File: src/rtl/tmr_cfg.svh
// Offsets, field positions, reset values and timing counts for the 8-bit timer.
// Assumes nothing beyond being included by name.
`ifndef TMR_CFG_SVH
`define TMR_CFG_SVH
`define TMR_ADDR_COUNT 8'h01
`define TMR_OPT_RESET 8'hFF
`define TMR_DIR_RESET 4'hF
`define TMR_BIT_WAKE 7
`define TMR_BIT_PULL 6
`define TMR_BIT_SRC 5
`define TMR_BIT_EDGE 4
`define TMR_BIT_PSA 3
`define TMR_RATE_HI 2
`define TMR_RATE_LO 0
`define TMR_PIN_COUNT 2
`define TMR_INHIBIT_CYC 2'h2
`define TMR_CLK_NS 10
`define TMR_TOSC_NS 10
`define TMR_EXT_DLY_MIN_TOSC 3
`define TMR_EXT_DLY_MAX_TOSC 7
`define TMR_EXT_DLY_MIN_CYC ((`TMR_EXT_DLY_MIN_TOSC * `TMR_TOSC_NS + `TMR_CLK_NS - 1) / `TMR_CLK_NS)
`define TMR_EXT_DLY_MAX_CYC ((`TMR_EXT_DLY_MAX_TOSC * `TMR_TOSC_NS) / `TMR_CLK_NS)
`endif

File: src/rtl/tmr_pkg.sv
// Types shared by the 8-bit timer and its users.
// Assumes the core drives all strobes on the same clock.
package tmr_pkg;
  typedef logic [7:0] tmr_byte_t;
  typedef logic [3:0] tmr_dir_t;
  typedef logic [2:0] tmr_pins3_t;
  // Internal phases, Gray coded along the cycle
  typedef enum logic [1:0] {
    TMR_PH_Q1 = 2'b00,
    TMR_PH_Q2 = 2'b01,
    TMR_PH_Q3 = 2'b11,
    TMR_PH_Q4 = 2'b10
  } tmr_phase_t;
endpackage

File: src/rtl/tmr_timer8.sv
// 8-bit timer/counter with a prescaler shared with the watchdog.
// Assumes clk is the oscillator (four clocks per instruction cycle), that the
// core pulses its strobes for one clock, and that the watchdog ticks arrive
// from the watchdog's own oscillator as a slow level toggle.
`timescale 1ns/1ps
`include "tmr_cfg.svh"

module tmr_timer8 #(
  parameter int PRE_W = 8
) (
  // Clock and reset
  input wire logic clk,
  input wire logic reset_n,
  // Data file write from the core
  input wire logic fileWrEn,
  input wire tmr_pkg::tmr_byte_t fileAddr,
  input wire tmr_pkg::tmr_byte_t fileWrData,
  // Dedicated loads from the working register
  input wire logic optLoad,
  input wire logic dirLoad,
  input wire tmr_pkg::tmr_byte_t workReg,
  // Watchdog side
  input wire logic wdtClearOp,
  input wire logic wdtTickIn,
  output logic wdtPostTick,
  // External count pin
  input wire logic extCountIn,
  // Timer and pin control outputs
  output tmr_pkg::tmr_byte_t timerValue,
  output logic instrTick,
  output tmr_pkg::tmr_dir_t pinDirEff,
  output tmr_pkg::tmr_pins3_t wakeEnable,
  output tmr_pkg::tmr_pins3_t pullupEnable
);
  import tmr_pkg::*;

  // Elaboration check on the prescaler width
  if (PRE_W != 8) begin : g_bad_width
    $error("tmr_timer8: PRE_W must be 8");
  end

  tmr_phase_t phase_ff;
  tmr_phase_t nxt_phase;
  tmr_byte_t timerCount_ff;
  tmr_byte_t nxt_timerCount;
  tmr_byte_t optWord_ff;
  tmr_dir_t dirCtl_ff;
  logic [PRE_W-1:0] prescale_ff;
  logic [PRE_W-1:0] nxt_prescale;
  logic [1:0] inhibit_ff;
  logic [1:0] nxt_inhibit;
  logic extSync1_ff;
  logic extSync2_ff;
  logic pinSample_ff;
  logic extEdge_ff;
  logic wdtSync1_ff;
  logic wdtSync2_ff;
  logic wdtLast_ff;

  // Low bits that must be ones before the prescaler passes a tick
  function automatic logic [PRE_W-1:0] rateMask(input logic [2:0] rate, input logic forWdt);
    logic [3:0] shiftAmt;
    shiftAmt = {1'b0, rate} + {3'h0, ~forWdt};
    rateMask = ~({PRE_W{1'b1}} << shiftAmt);
  endfunction

  // Control word fields
  wire logic wakeDisable = optWord_ff[`TMR_BIT_WAKE];
  wire logic pullDisable = optWord_ff[`TMR_BIT_PULL];
  wire logic extMode = optWord_ff[`TMR_BIT_SRC];
  wire logic edgeFall = optWord_ff[`TMR_BIT_EDGE];
  wire logic psaWdt = optWord_ff[`TMR_BIT_PSA];
  wire logic [2:0] rateSel = optWord_ff[`TMR_RATE_HI:`TMR_RATE_LO];

  // Strobes decoded from the core, the phase and the watchdog input
  wire logic timerWr = fileWrEn && (fileAddr == `TMR_ADDR_COUNT);
  wire logic sampleEn = (phase_ff == TMR_PH_Q2) || (phase_ff == TMR_PH_Q4);
  wire logic wdtTick = wdtSync2_ff ^ wdtLast_ff;

  // Count source and prescaler routing
  wire logic timerSrcTick = extMode ? extEdge_ff : instrTick;
  wire logic preSrcTick = psaWdt ? wdtTick : timerSrcTick;
  wire logic [PRE_W-1:0] preMask = rateMask(rateSel, psaWdt);
  wire logic preFull = ((prescale_ff & preMask) == preMask);
  wire logic timerGated = psaWdt ? timerSrcTick : (timerSrcTick && preFull);
  wire logic timerInc = timerGated && (inhibit_ff == 2'h0);
  wire logic preClear = (timerWr && !psaWdt) || (wdtClearOp && psaWdt);

  // Phase generator: one instruction cycle is four clocks
  always_comb begin
    unique case (phase_ff)
      TMR_PH_Q1: nxt_phase = TMR_PH_Q2;
      TMR_PH_Q2: nxt_phase = TMR_PH_Q3;
      TMR_PH_Q3: nxt_phase = TMR_PH_Q4;
      TMR_PH_Q4: nxt_phase = TMR_PH_Q1;
    endcase
  end

  always_ff @(posedge clk or negedge reset_n) begin
    if (!reset_n) begin
      phase_ff <= TMR_PH_Q1;
    end else begin
      phase_ff <= nxt_phase;
    end
  end

  assign instrTick = (phase_ff == TMR_PH_Q4);

  // Control word and direction register loads
  always_ff @(posedge clk or negedge reset_n) begin
    if (!reset_n) begin
      optWord_ff <= `TMR_OPT_RESET;
      dirCtl_ff <= `TMR_DIR_RESET;
    end else begin
      if (optLoad) begin
        optWord_ff <= workReg;
      end
      if (dirLoad) begin
        dirCtl_ff <= workReg[3:0];
      end
    end
  end

  // Pin control outputs
  assign pinDirEff = extMode ? (dirCtl_ff | 4'h4) : dirCtl_ff;
  assign wakeEnable = {dirCtl_ff[3], dirCtl_ff[1:0]} & {3{~wakeDisable}};
  assign pullupEnable = {dirCtl_ff[3], dirCtl_ff[1:0]} & {3{~pullDisable}};

  // External input: two-flop synchroniser, then phase sampling
  always_ff @(posedge clk or negedge reset_n) begin
    if (!reset_n) begin
      extSync1_ff <= 1'b0;
      extSync2_ff <= 1'b0;
      pinSample_ff <= 1'b0;
      extEdge_ff <= 1'b0;
    end else begin
      extSync1_ff <= extCountIn;
      extSync2_ff <= extSync1_ff;
      extEdge_ff <= 1'b0;
      if (sampleEn) begin
        pinSample_ff <= extSync2_ff;
        extEdge_ff <= edgeFall ? (pinSample_ff && !extSync2_ff) : (!pinSample_ff && extSync2_ff);
      end
    end
  end

  // Watchdog tick arrives from another oscillator
  always_ff @(posedge clk or negedge reset_n) begin
    if (!reset_n) begin
      wdtSync1_ff <= 1'b0;
      wdtSync2_ff <= 1'b0;
      wdtLast_ff <= 1'b0;
    end else begin
      wdtSync1_ff <= wdtTickIn;
      wdtSync2_ff <= wdtSync1_ff;
      wdtLast_ff <= wdtSync2_ff;
    end
  end

  assign wdtPostTick = psaWdt ? (wdtTick && preFull) : wdtTick;

  // Prescaler next value: clear beats count
  always_comb begin
    nxt_prescale = prescale_ff;
    if (preClear) begin
      nxt_prescale = '0;
    end else if (preSrcTick) begin
      nxt_prescale = prescale_ff + 1'b1;
    end
  end

  always_ff @(posedge clk or negedge reset_n) begin
    if (!reset_n) begin
      prescale_ff <= '0;
    end else begin
      prescale_ff <= nxt_prescale;
    end
  end

  // Write inhibit counts down on instruction cycles
  always_comb begin
    nxt_inhibit = inhibit_ff;
    if (timerWr) begin
      nxt_inhibit = `TMR_INHIBIT_CYC;
    end else if (instrTick && (inhibit_ff != 2'h0)) begin
      nxt_inhibit = inhibit_ff - 2'h1;
    end
  end

  always_ff @(posedge clk or negedge reset_n) begin
    if (!reset_n) begin
      inhibit_ff <= 2'h0;
    end else begin
      inhibit_ff <= nxt_inhibit;
    end
  end

  // Timer count: a write wins over an increment
  always_comb begin
    nxt_timerCount = timerCount_ff;
    if (timerWr) begin
      nxt_timerCount = fileWrData;
    end else if (timerInc) begin
      nxt_timerCount = timerCount_ff + 8'h01;
    end
  end

  // No reset here so the count keeps its value over resets
  always_ff @(posedge clk) begin
    timerCount_ff <= nxt_timerCount;
  end

  assign timerValue = timerCount_ff;

  // Helper for the edge delay check; measured from the synchronised edge,
  // so the synchroniser lag is taken off the pin-to-count window
  localparam int EXT_DLY_LO = `TMR_EXT_DLY_MIN_CYC - 1;
  localparam int EXT_DLY_HI = `TMR_EXT_DLY_MAX_CYC - 2;
  logic syncLast_ff;
  always_ff @(posedge clk or negedge reset_n) begin
    if (!reset_n) begin
      syncLast_ff <= 1'b0;
    end else begin
      syncLast_ff <= extSync2_ff;
    end
  end
  wire logic syncEdge = edgeFall ? (syncLast_ff && !extSync2_ff) : (!syncLast_ff && extSync2_ff);
endmodule // tmr_timer8

File: config.mk
export PLATFORM = sky130hd
export DESIGN_NAME = tmr_timer8
export DESIGN_NICKNAME = d
export VERILOG_FILES = /design/src/rtl/tmr_pkg.sv /design/src/rtl/tmr_timer8.sv
export VERILOG_INCLUDE_DIRS = /design/src /design/src/rtl
export SDC_FILE = /design/constraint.sdc
export NUM_CORES = 1
export LEC_CHECK = 0
export BUFFER_PORTS_ARGS = -buffer_cell sky130_fd_sc_hd__buf_2
export CAP_MARGIN = 5
export CORE_AREA = 4 4 88 107
export CTS_CLUSTER_SIZE = 14
export DETAILED_ROUTE_END_ITERATION = 16
export DIE_AREA = 0 0 92 111
export PLACE_DENSITY = 0.46
export SLEW_MARGIN = 30
export SYNTH_ARGS = -nofsm -noshare
export SYNTH_HDL_FRONTEND = slang
export SYNTH_SLANG_ARGS = --single-unit
File: constraint.sdc
create_clock -name clk -period 4.3 [get_ports clk]
set_input_delay 0.645 -clock clk [delete_from_list [all_inputs] [get_ports clk]]
set_output_delay 0.645 -clock clk [all_outputs]
set_load 0.02 [all_outputs]
Yosys cells after proc, flatten, opt, wreduce, memory -nomap -nowiden
Index checks and enable logic that the tools add are counted.
{"block": "op_classes", "n_addsub": 4, "n_eq_ne": 5, "n_shift": 1, "muxes": 14, "n_bitwise": 8, "reduce_logical": 20}
{"op": "8-bit two-way mux", "count": 4}
{"op": "8-bit by 1-bit adder with 8-bit output, second input constant", "count": 2}
{"op": "1-bit logical AND", "count": 9}
{"op": "8-bit AND", "count": 1}
{"op": "8-bit by 1-bit equality test with 1-bit output, second input constant", "count": 1}
{"op": "8-bit equality test", "count": 1}
{"op": "8-bit NOT", "count": 1}
{"op": "2-bit one-hot mux with 4 select lines", "count": 1}
{"op": "2-bit nonzero test", "count": 4}
{"op": "8-bit by 4-bit left shift with 8-bit output, first input constant", "count": 1}
{"op": "3-bit AND", "count": 2}
{"op": "1-bit two-way mux", "count": 6}
{"op": "3-bit by 1-bit adder with 4-bit output", "count": 1}
{"op": "2-bit equality test, second input constant", "count": 2}
{"op": "2-bit zero test", "count": 2}
{"op": "2-bit two-way mux", "count": 2}
{"op": "1-bit zero test", "count": 3}
{"op": "3-bit two-way mux", "count": 1}
{"op": "1-bit NOT", "count": 3}
{"op": "2-bit by 1-bit equality test with 1-bit output, second input constant", "count": 1}
{"op": "1-bit logical OR", "count": 2}
{"op": "2-bit by 1-bit subtractor with 2-bit output, second input constant", "count": 1}
{"op": "1-bit XOR", "count": 1}
{"block": "totals", "ff_bits": 39, "input_bits": 32, "out_inout_bits": 20, "wordCells": 65}

Longest topological paths before layout
Gate-level depths: netlist (run 1).
{"block": "logic_depth", "word_depth": 11, "mapped_depth": 8, "depth_no_buf": 8}

Worst setup path after synthesis (run 1)
OpenSTA, ideal clock, no wires.
{"block": "synth_timing", "path_kind": "flip-flop to output port", "start": "register optWord_ff[3]", "end": "output wdtPostTick", "arrival_time_ns": 1.920, "t_required_ns": 3.655, "path_slack_ns": 1.735, "path_stages_with_launch": 9, "n_path_buf": 0, "cell_sequence": "dfstp_2 -> inv_2 -> ha_1 -> ha_1 -> nor2_1 -> a21oi_1 -> a221oi_1 -> o21bai_1 -> o22ai_1"}
{"block": "synth_via", "elab_chain_cells": 8}
{"element": "start: declaration", "line_no": "tmr_timer8.sv:46", "text": "tmr_byte_t optWord_ff;"}
{"element": "start signal: assignment", "line_no": "tmr_timer8.sv:112", "text": "optWord_ff <= `TMR_OPT_RESET;"}
{"element": "start signal: assignment", "line_no": "tmr_timer8.sv:116", "text": "optWord_ff <= workReg;"}
{"element": "1-bit NOT", "line_no": "tmr_timer8.sv:63", "text": "shiftAmt = {1'b0, rate} + {3'h0, ~forWdt};"}
{"element": "3-bit by 1-bit adder with 4-bit output", "line_no": "tmr_timer8.sv:63"}
{"element": "8-bit by 4-bit left shift with 8-bit output", "line_no": "tmr_timer8.sv:64", "text": "rateMask = ~({PRE_W{1'b1}} << shiftAmt);"}
{"element": "8-bit NOT", "line_no": "tmr_timer8.sv:64"}
{"element": "8-bit AND", "line_no": "tmr_timer8.sv:84", "text": "wire logic preFull = ((prescale_ff & preMask) == preMask);"}
{"element": "8-bit equality test", "line_no": "tmr_timer8.sv:84"}
{"element": "1-bit logical AND", "line_no": "tmr_timer8.sv:160", "text": "assign wdtPostTick = psaWdt ? (wdtTick && preFull) : wdtTick;"}
{"element": "1-bit two-way mux *", "line_no": "tmr_timer8.sv:160"}
{"element": "end: declaration", "line_no": "tmr_timer8.sv:25", "text": "output logic wdtPostTick,"}
Mark *: on every way between the ends. The rest lies on a longest branch, timed or not.

Worst setup path after layout (run 1)
Ends and elaborated chain as after synthesis.

==> results.tsv, run 1 <==
stage	metric	value	unit
run_status	status	finished clean	
setup_path	r2r worst-path depth	8	
timing	RSZ-0062 raised after global routing	no	
timing	Max Slew Vio Count	0	
timing	TNS Setup	0	ns
yosys	Synth cell types	37	
setup_path	CP Class	reg2out	
route	via count	1397	
clocking	CTS max path bufs	2	
yosys	YS warnings	0	
route	drt pass-1 iters	4	
timing	Setup WS post-layout	1.24	ns
layout	commonest non-fill, non-tap cell in the layout	buf_2	
yosys	Mapped Cells	174	
clocking	# resized after CTS	0	
timing	final setup fails	0	
setup_path	setup slack, reg-to-reg	1.53	ns
clocking	setup bufs post-CTS	0	
clocking	root buffer cell	clkbuf_8	
yosys	Synthesized Nets	215	
setup_path	CP endpoint kind	output port	
setup_path	CP max FO	5	
yosys	Yosys reg bits	39	
timing	worst slew pin tran	0.761	ns
power	Pwr per Cell Area	374	mW/mm^2
placement	DPL Wire Length	3190	um
timing	Fin. Hold Viols	0	
yosys	top cells by area, synth	dfrtp_1 24%, dfstp_2 16%, edfxtp_1 12%	
global_routing	GRT Util Overall	8.65	%
layout	most frequent cells in the layout	51 x buf_2, 21 x nor2_1, 19 x dfrtp_1	
route	Post-DRT Antenna Nets	0	
min_path	min-delay worst type	reg2reg	
setup_path	Worst Path Arrival	2.42	ns
global_routing	pin count of the biggest net entering global routing	32	
floorplanning	Starting Density	23.5	%
global_routing	first-pass GRT wire length	7160	um
timing	fmax	326	MHz
floorplanning	Core Box Area	0.00843	mm^2
clocking	htree depth	2	
clocking	later-pin clock latency in the skew report	0.29	ns
layout	nets	268	
route	total wire length	4150	um
floorplanning	I/O Pins	52	
timing	clock skew	0.00722	ns
yosys	sequential fraction of the synthesis area	52.2	%
placement	count of input and output buffers	51	
layout	area delta synth->final	24.0	%
layout	layout cells sized above 1	40.8	%
floorplanning	Die ar.	0.0102	mm^2
floorplanning	row count	37	
floorplanning	Die X	92	um
flow_run	MaxCap Viol Count	0	
yosys	post-synth top area share	24.1	%
yosys	Mapped Area	0.00198	mm^2
route	DR vias/cell	4.05	
power	LEAKAGE	1.08	nW
min_path	hold depth	0	
timing	fin crit period	3.06	ns
floorplanning	Die Y	111	um
clocking	CTS tree	yes	
route	drt drc	0	
global_routing	Overflow after GRT	0	
global_routing	vias in the first global route	1456	
clocking	clock sink total	39	
timing	fin crit share	71.3	%
yosys	synthesized area per cell	11.4	um^2
clocking	number of buffers created by CTS	5	
power	Peak VDD IR	0.130	mV
timing	Worst Hold Slack	0.350	ns
route	iteration-0 DRC count of the detailed router	41	
setup_path	Worst EP required	3.65	ns
yosys	area leader, netlist	dfrtp_1	
layout	diodes inserted	0	
placement	GP Congestion	0.759	
power	Tot Pwr	917	uW
global_routing	antenna violations before repair	0	
clocking	Clk pin slew, worst setup/hold paths	0.08	ns
route	drt wl/cell	12.0	um
timing	Worst slew margin	49.0	%
placement	DP Worst Slack	1.52	ns
clocking	cts hold-fix bufs	0	
setup_path	CP startpoint kind	register	
layout	final core utilization	29.1	%
==> per-stage QoR <==
| step | cell area (um^2) | instances |
|---|---|---|
| 2_1_floorplan | 1980 | 174 |
| 3_3_place_gp | 2350 | 337 |
| 3_5_place_dp | 2350 | 337 |
| 4_1_cts | 2450 | 345 |
| 5_1_grt | 2450 | 345 |
| 6_report | 2450 | 345 |
==> cells by family after synthesis <==
group                      Yosys count  synth area share (%)
AOI/OAI and AO/OA                   24                  7.41
xor gates and xnor gates            15                  6.65
adders and majority gates            9                  5.70
buffers and inverters               11                  2.72
DFF                                 39                  52.2
muxes                               16                  9.56
and+or+nand+nor                     60                  15.8
==> sequential cells by signal, summed over array words and instances (netlist names) <==
| register | count |
|---|---|
| wdtSync2_ff | 1 |
| inhibit_ff | 2 |
| extEdge_ff | 1 |
| optWord_ff | 8 |
| phase_ff | 2 |
| pinSample_ff | 1 |
| wdtLast_ff | 1 |
| extSync2_ff | 1 |
| prescale_ff | 8 |
| timerValue | 8 |
| extSync1_ff | 1 |
| dirCtl_ff | 4 |
| wdtSync1_ff | 1 |
==> layout make-up <==
| class | count | area, um^2 |
|---|---|---|
| timing repair buffer | 51 | 255 |
| tap | 117 | 146 |
| clock buffer | 7 | 96.3 |
| fill | 925 | 5970 |
| sequential | 39 | 1030 |
| inverter | 6 | 22.5 |
| clock inverter | 1 | 7.51 |
| multi-input combinational | 124 | 892 |
==> synthesized netlist by cell type <==
master	instances
nor2_1	21
dfrtp_1	19
mux2_2	13
dfstp_2	12
a21oi_1	10
nand2_1	10
ha_1	9
xor2_1	9
edfxtp_1	8
nor2b_1	8
nand4_1	6
xnor2_1	6
inv_1	5
o21ai_0	5
nand3_1	4
buf_4	3
o211ai_1	3
and3_1	2
mux2i_1	2
or2_2	2
a21bo_2	1
a21boi_0	1
a221oi_1	1
and2_1	1
buf_2	1
clkbuf_1	1
inv_2	1
mux2i_4	1
nand2b_1	1
nand3b_1	1
nand4b_2	1
nor3b_1	1
nor4_2	1
o21ai_2	1
o21bai_1	1
o22ai_1	1
or3b_2	1
==> path summary, 6_finish.rpt <==
| check | start | to |
|---|---|---|
| worst max-delay path | optWord_ff[3] | wdtPostTick |
| worst min-delay path | wdtSync1_ff | wdtSync2_ff |
| worst max register to register | optWord_ff[3] | timerValue[1] |
| worst min register to register | wdtSync1_ff | wdtSync2_ff |
| max in group asynchronous | reset_n | prescale_ff[2] |
| min in group asynchronous | reset_n | phase_ff[1] |
==> critical path, stage by stage, from the launching register on <==
cell and delay (ns):
dfstp_2 0.60, inv_2 0.08, ha_1 0.22, ha_1 0.21, nor2_1 0.14, a21oi_1 0.07
a221oi_1 0.32, o21bai_1 0.13, o22ai_1 0.17, buf_2 0.20
==> per-layer routing <==
metal | global-route usage (%) | part of all wire [%] | routed length, um | vias up
met4 | 3.57 | 1.8 | 74 | 0
li1 | - | - | - | 704
met3 | 2.44 | 4.2 | 175 | 6
met1 | 10.2 | 42 | 1750 | 663
met5 | 0 | 0 | 0 | -
met2 | 14.6 | 52 | 2150 | 24
==> report_power, final <==
part / total [mW] / internal, mW / switching [mW]
Clock: 0.274 / 0.146 / 0.128
Combinational: 0.173 / 0.0843 / 0.0882
Sequential: 0.470 / 0.425 / 0.0451
(Power assumes the default switching activity.)
==> inputs of run 2 (changes only) <==
--- a/config.mk
+++ b/config.mk
@@ -6,13 +6,14 @@
 export SDC_FILE = /design/constraint.sdc
 export NUM_CORES = 1
 export LEC_CHECK = 0
+export ABC_AREA = 1
 export BUFFER_PORTS_ARGS = -buffer_cell sky130_fd_sc_hd__buf_2
 export CAP_MARGIN = 5
-export CORE_AREA = 4 4 88 107
+export CORE_AREA = 4 4 93 113
 export CTS_CLUSTER_SIZE = 14
 export DETAILED_ROUTE_END_ITERATION = 16
-export DIE_AREA = 0 0 92 111
-export PLACE_DENSITY = 0.46
+export DIE_AREA = 0 0 97 117
+export PLACE_DENSITY = 0.45
 export SLEW_MARGIN = 30
 export SYNTH_ARGS = -nofsm -noshare
 export SYNTH_HDL_FRONTEND = slang
==> constraint.sdc (replaced) <==
create_clock -name clk -period 3.05 [get_ports clk]
set_input_delay 0.4575 -clock clk [delete_from_list [all_inputs] [get_ports clk]]
set_output_delay 0.4575 -clock clk [all_outputs]
set_load 0.02 [all_outputs]
==> run 2 against run 1 <==
Hold slack worse by 0.13 ns. Power up 68%. Via count up 26%. Sequential cell count unchanged. Design area up 13%. Largest power group unchanged.
==> results.tsv, run 2 <==
stage	metric	value	unit
power	Combinational Power Share	20.7	%
global_routing	GRT Util Overall	9.22	%
power	sw power	459	uW
setup_path	Worst EP required	2.59	ns
route	Post-DRT Antenna Nets	0	
setup_path	CP max FO	6	
timing	worst slew pin tran	0.692	ns
setup_path	worst-path cell chain	inv_2 > ha_1 > ha_1 > o21ai_1 > nand2_1 > nor2_1 > nor2_1 > nor2_1 > nand2_1 > a21oi_1 > buf_2	
setup_path	CP max-delay cell	dfstp_2	
yosys	top cells by area, synth	dfrtp_1 22%, dfstp_2 14%, edfxtp_1 11%	
clocking	cts hold-fix bufs	0	
setup_path	Critical Path Start	optWord_ff[3]	
yosys	most frequent cells after synthesis	52 x nand2_1, 34 x nor2_1, 33 x inv_1	
global_routing	first-pass GRT wire length	8340	um
placement	GP Congestion	0.798	
yosys	Synth Flop Type	dfrtp_1	
power	Tot Pwr	1.54	mW
setup_path	Critical Path Max Stage Delay	0.56	ns
floorplanning	Die ar.	0.0113	mm^2
route	total wire length	4980	um
timing	Fin. Hold Viols	0	
floorplanning	I/O Pins	52	
layout	Final Non-Filler Cells	437	
setup_path	CP endpoint kind	output port	
global_routing	antenna violations before repair	0	
layout	area delta synth->final	25.1	%
placement	DPL Wire Length	3970	um
layout	FILL cells	1025	
route	drt pass-1 iters	4	
layout	most frequent cells in the layout	52 x nand2_1, 51 x buf_2, 34 x nor2_1	
timing	clock skew	0.0105	ns
clocking	setup bufs post-CTS	0	
route	via count	1765	
power	Int Pwr	1.08	mW
timing	Worst slew margin	53.9	%
clocking	htree depth	2	
clocking	clock sink total	39	
power	Pwr per Cell Area	557	mW/mm^2
setup_path	CP startpoint kind	register	
placement	count of input and output buffers	51	
timing	TNS Setup	0	ns
yosys	Post-synth ARST share	79.5	%
clocking	number of buffers created by CTS	5	
yosys	sequential fraction of the synthesis area	46.7	%
route	drt drc	0	
yosys	EDFF count, synth	8	
yosys	Yosys reg bits	39	
yosys	Mapped Area	0.00221	mm^2
route	iteration-0 DRC count of the detailed router	53	
setup_path	CP most frequent cell	nor2_1	
floorplanning	Core Box Area	0.00942	mm^2
global_routing	vias in the first global route	1740	
timing	fin crit share	90.5	%
floorplanning	row count	39	
setup_path	Worst R2R Start	optWord_ff[3]	
yosys	synthesized area per cell	8.56	um^2
route	drt wl/cell	11.4	um
floorplanning	Die X	97	um
yosys	post-synth top area share	21.5	%
power	LEAKAGE	1.35	nW
power	switching share of power	29.8	%
flow_run	MaxCap Viol Count	0	
layout	commonest non-fill, non-tap cell in the layout	nand2_1	
setup_path	CP bufs+invs	2	
layout	finished layout cell area	0.00276	mm^2
yosys	area leader, netlist	dfrtp_1	
timing	Max Slew Vio Count	0	
layout	layout cells sized above 1	32.2	%
timing	RSZ-0062 raised after global routing	no	
setup_path	Largest delay share family, worst path	flip-flops	
route	DR vias/cell	4.04	
timing	fmax	362	MHz
clocking	later-pin clock latency in the skew report	0.28	ns
yosys	Mapped Cells	258	
clocking	CTS max path bufs	2	
setup_path	CP Class	reg2out	
global_routing	Overflow after GRT	0	
power	Seq pwr share	41.9	%
yosys	Synth cell types	35	
yosys	YS warnings	0	
timing	final setup fails	0	
min_path	min-delay worst type	in2async	
power	Clock power frac	37.4	%
global_routing	pin count of the biggest net entering global routing	32	
run_status	status	finished clean	
floorplanning	Starting Density	23.4	%
clocking	# resized after CTS	0	
placement	Inst Count DP	429	
clocking	Clk pin slew, worst setup/hold paths	0.06	ns
clocking	root buffer cell	clkbuf_16	
setup_path	Worst Path Arrival	2.30	ns
placement	Placed Area	0.00260	mm^2
yosys	top-count cell post-synth	nand2_1	
power	Peak VDD IR	0.256	mV
layout	nets	354	
clocking	CTS tree	yes	
yosys	Synthesized Nets	299	
floorplanning	Die Y	117	um
timing	fin crit period	2.76	ns
layout	diodes inserted	0	
[run 2: power by group through the flow]
stage	registers, mW	logic, mW	clock network [mW]
2_1_floorplan	0.652	0.227	0
5_1_grt	0.654	0.368	0.622
3_3_place_gp	0.654	0.321	0
4_1_cts	0.645	0.325	0.594
3_5_place_dp	0.655	0.324	0
6_report	0.645	0.318	0.575
[run 2: cell type report]
class                           count  area, um^2  share of cell area [%]
Multi-Input combinational cell    173         986                    35.7
Timing Repair Buffer               53         270                    9.78
Clock inverter                      2        15.0                   0.543
Tap cell                          123         154                    5.57
Sequential cell                    39        1030                    37.3
Clock buffer                        6         150                    5.43
Inverter                           41         156                    5.66
[run 2: logic make-up after synthesis]
group,after synthesis,share of synthesized area (%)
mux,4,2.04
flops,39,46.7
simple gates,126,27.2
compound gates,24,6.35
xor+xnor,10,3.97
fa+ha+maj,9,5.10
buf+inv,46,8.67
[run 2: worst register-to-register path: stages, from the launching register on]
cell	delay, ns
dfstp_2	0.56
inv_2	0.08
ha_1	0.21
ha_1	0.35
o21ai_1	0.16
nand2_1	0.06
nor2_1	0.08
nor2_1	0.04
nor2_1	0.08
nand2_1	0.08
a21oi_1	0.13
buf_4	0.19
[run 2: path summary, 6_finish.rpt]
check / endpoint / slack (ns) / depth (start not counted)
worst min-delay path: prescale_ff[7] / 0.22 / 1
worst max-delay path: wdtPostTick / 0.29 / 11
min in group clk: wdtSync1_ff / 0.28 / 1
worst max register to register: timerValue[7] / 0.75 / 11
max in group asynchronous: wdtSync2_ff / 2.38 / 1
worst min register to register: extSync2_ff / 0.35 / 0
[run 2: metal layers]
layer | vias up | GRT usage, % | wire length, um
met5 | - | 0 | 0
met4 | 0 | 2.81 | 69
met3 | 4 | 2.43 | 231
met2 | 45 | 15.7 | 2340
met1 | 785 | 11.6 | 2340
li1 | 931 | - | -
[run 2: per-stage QoR]
step                hold WS (ns)  utilization [%]  setup slack [ns]
floorplan                  0.162                -             0.669
global placement           0.335             27.6             0.651
detailed placement         0.337             27.6             0.598
CTS                        0.260             29.3             0.295
global route               0.273             29.3             0.154
finish                     0.216             29.3             0.291
==> inputs of run 3 (changes only) <==
--- a/config.mk
+++ b/config.mk
@@ -13,6 +13,7 @@
 export CTS_CLUSTER_SIZE = 14
 export DETAILED_ROUTE_END_ITERATION = 16
 export DIE_AREA = 0 0 97 117
+export GPL_TIMING_DRIVEN = 0
 export PLACE_DENSITY = 0.45
 export SLEW_MARGIN = 30
 export SYNTH_ARGS = -nofsm -noshare
==> run 3 against run 2 <==
Combinational power about the same. Register-to-register slack got worse by 0.43 ns. Wire length shrank 0.32%. Power up 0.51%. Clock skew shrank 0.0048 ns. First-iteration DRC count is 47% lower. Design area rose by 0.82%. Final cell count grew 0.69%. Count of clock-buffer cells in the layout stayed put. Sequential cell count unchanged. Sequential power is essentially flat. Critical path type unchanged. Critical endpoint unchanged.
==> results.tsv, run 3 (synthesis results as in run 2) <==
stage	metric	value	unit
layout	Final Non-Filler Cells	440	
timing	Worst Hold Slack	0.225	ns
clocking	setup bufs post-CTS	0	
layout	final core utilization	29.6	%
route	drt pass-1 iters	4	
layout	layout cells sized above 1	32.8	%
run_status	status	finished clean	
global_routing	first-pass GRT wire length	8480	um
setup_path	CP max FO	6	
timing	fmax	359	MHz
timing	TNS Setup	0	ns
route	iteration-0 DRC count of the detailed router	28	
route	Post-DRT Antenna Nets	0	
clocking	CTS max path bufs	2	
clocking	root buffer cell	clkbuf_16	
timing	Setup WS post-layout	0.264	ns
setup_path	CP startpoint kind	register	
route	DR vias/cell	4.06	
layout	multi-input combinational cell area	986	um^2
timing	clock skew	0.00574	ns
timing	fin crit period	2.79	ns
floorplanning	Starting Density	23.4	%
timing	final setup fails	0	
clocking	Clk pin slew, worst setup/hold paths	0.06	ns
timing	Fin. Hold Viols	0	
setup_path	CP bufs+invs	2	
clocking	cts hold-fix bufs	0	
power	Pwr per Cell Area	555	mW/mm^2
route	drt drc	0	
route	total wire length	4970	um
clocking	htree depth	2	
setup_path	CP Depth	11	
timing	Max Slew Vio Count	0	
layout	most frequent cells in the layout	52 x nand2_1, 52 x buf_2, 34 x nor2_1	
layout	FILL cells	1037	
timing	Worst slew margin	46.0	%
power	Tot Pwr	1.55	mW
placement	DPL Wire Length	3970	um
global_routing	GRT Util Overall	9.23	%
route	via count	1785	
global_routing	antenna violations before repair	0	
global_routing	vias in the first global route	1799	
layout	Reg area	0.00103	mm^2
setup_path	CP endpoint kind	output port	
clocking	clock sink total	39	
setup_path	Critical Path Max Stage Delay	0.57	ns
floorplanning	Core Box Area	0.00942	mm^2
global_routing	pin count of the biggest net entering global routing	32	
placement	Inst Count DP	432	
floorplanning	Die Y	117	um
setup_path	CP max-delay cell	dfstp_2	
floorplanning	row count	39	
placement	GP Congestion	0.816	
floorplanning	Die X	97	um
min_path	min-delay worst type	in2async	
layout	area delta synth->final	26.1	%
clocking	# resized after CTS	0	
timing	worst slew pin tran	0.810	ns
layout	finished layout cell area	0.00279	mm^2
clocking	number of buffers created by CTS	5	
floorplanning	Die ar.	0.0113	mm^2
setup_path	setup slack, reg-to-reg	0.32	ns
clocking	CTS tree	yes	
power	Peak VDD IR	0.280	mV
setup_path	r2r worst-path depth	10	
timing	fin crit share	91.4	%
placement	count of input and output buffers	51	
setup_path	worst-path cell chain	inv_2 > ha_1 > ha_1 > o21ai_1 > nand2_1 > nor2_1 > nor2_1 > nor2_1 > nand2_1 > a21oi_1 > buf_2	
timing	RSZ-0062 raised after global routing	no	
power	LEAKAGE	1.36	nW
layout	nets	357	
setup_path	Worst EP required	2.59	ns
setup_path	Largest delay share family, worst path	flip-flops	
placement	Placed Area	0.00262	mm^2
layout	diodes inserted	0	
flow_run	MaxCap Viol Count	0	
placement	DP Worst Slack	0.263	ns
setup_path	CP Class	reg2out	
setup_path	CP most frequent cell	nor2_1	
setup_path	Worst Path Arrival	2.33	ns
route	drt wl/cell	11.3	um
clocking	later-pin clock latency in the skew report	0.28	ns
global_routing	Overflow after GRT	0	
floorplanning	I/O Pins	52	
## run 3: path summary, 6_finish.rpt
path / start / end
max: optWord_ff[3] / wdtPostTick
min: reset_n / prescale_ff[4]
max reg2reg: optWord_ff[3] / timerValue[2]
min reg2reg: extSync1_ff / extSync2_ff
max in group asynchronous: reset_n / prescale_ff[0]
min in group clk: wdtTickIn / wdtSync1_ff
## run 3: power by group
part           leakage (nW)  switching [mW]  total (mW)  internal, mW
Combinational         0.839           0.195       0.320         0.125
Sequential            0.437          0.0426       0.645         0.602
Clock                0.0826           0.225       0.582         0.357
## run 3: final cells by class
| class | count | share of cell area (%) |
|---|---|---|
| inverter | 41 | 5.62 |
| tap | 123 | 5.53 |
| sequential | 39 | 37.0 |
| clock inverter | 2 | 0.629 |
| multi-input combinational | 173 | 35.4 |
| buffer | 5 | 1.26 |
| timing repair buffer | 51 | 9.16 |
| clock buffer | 6 | 5.39 |
## run 3: per-layer routing
layer | up-vias | GRT usage (%) | part of all wire, %
met1 | 803 | 11.4 | 46
li1 | 934 | - | -
met2 | 44 | 15.9 | 47
met4 | 0 | 2.81 | 1.2
met5 | - | 0 | 0
met3 | 4 | 2.61 | 5.3
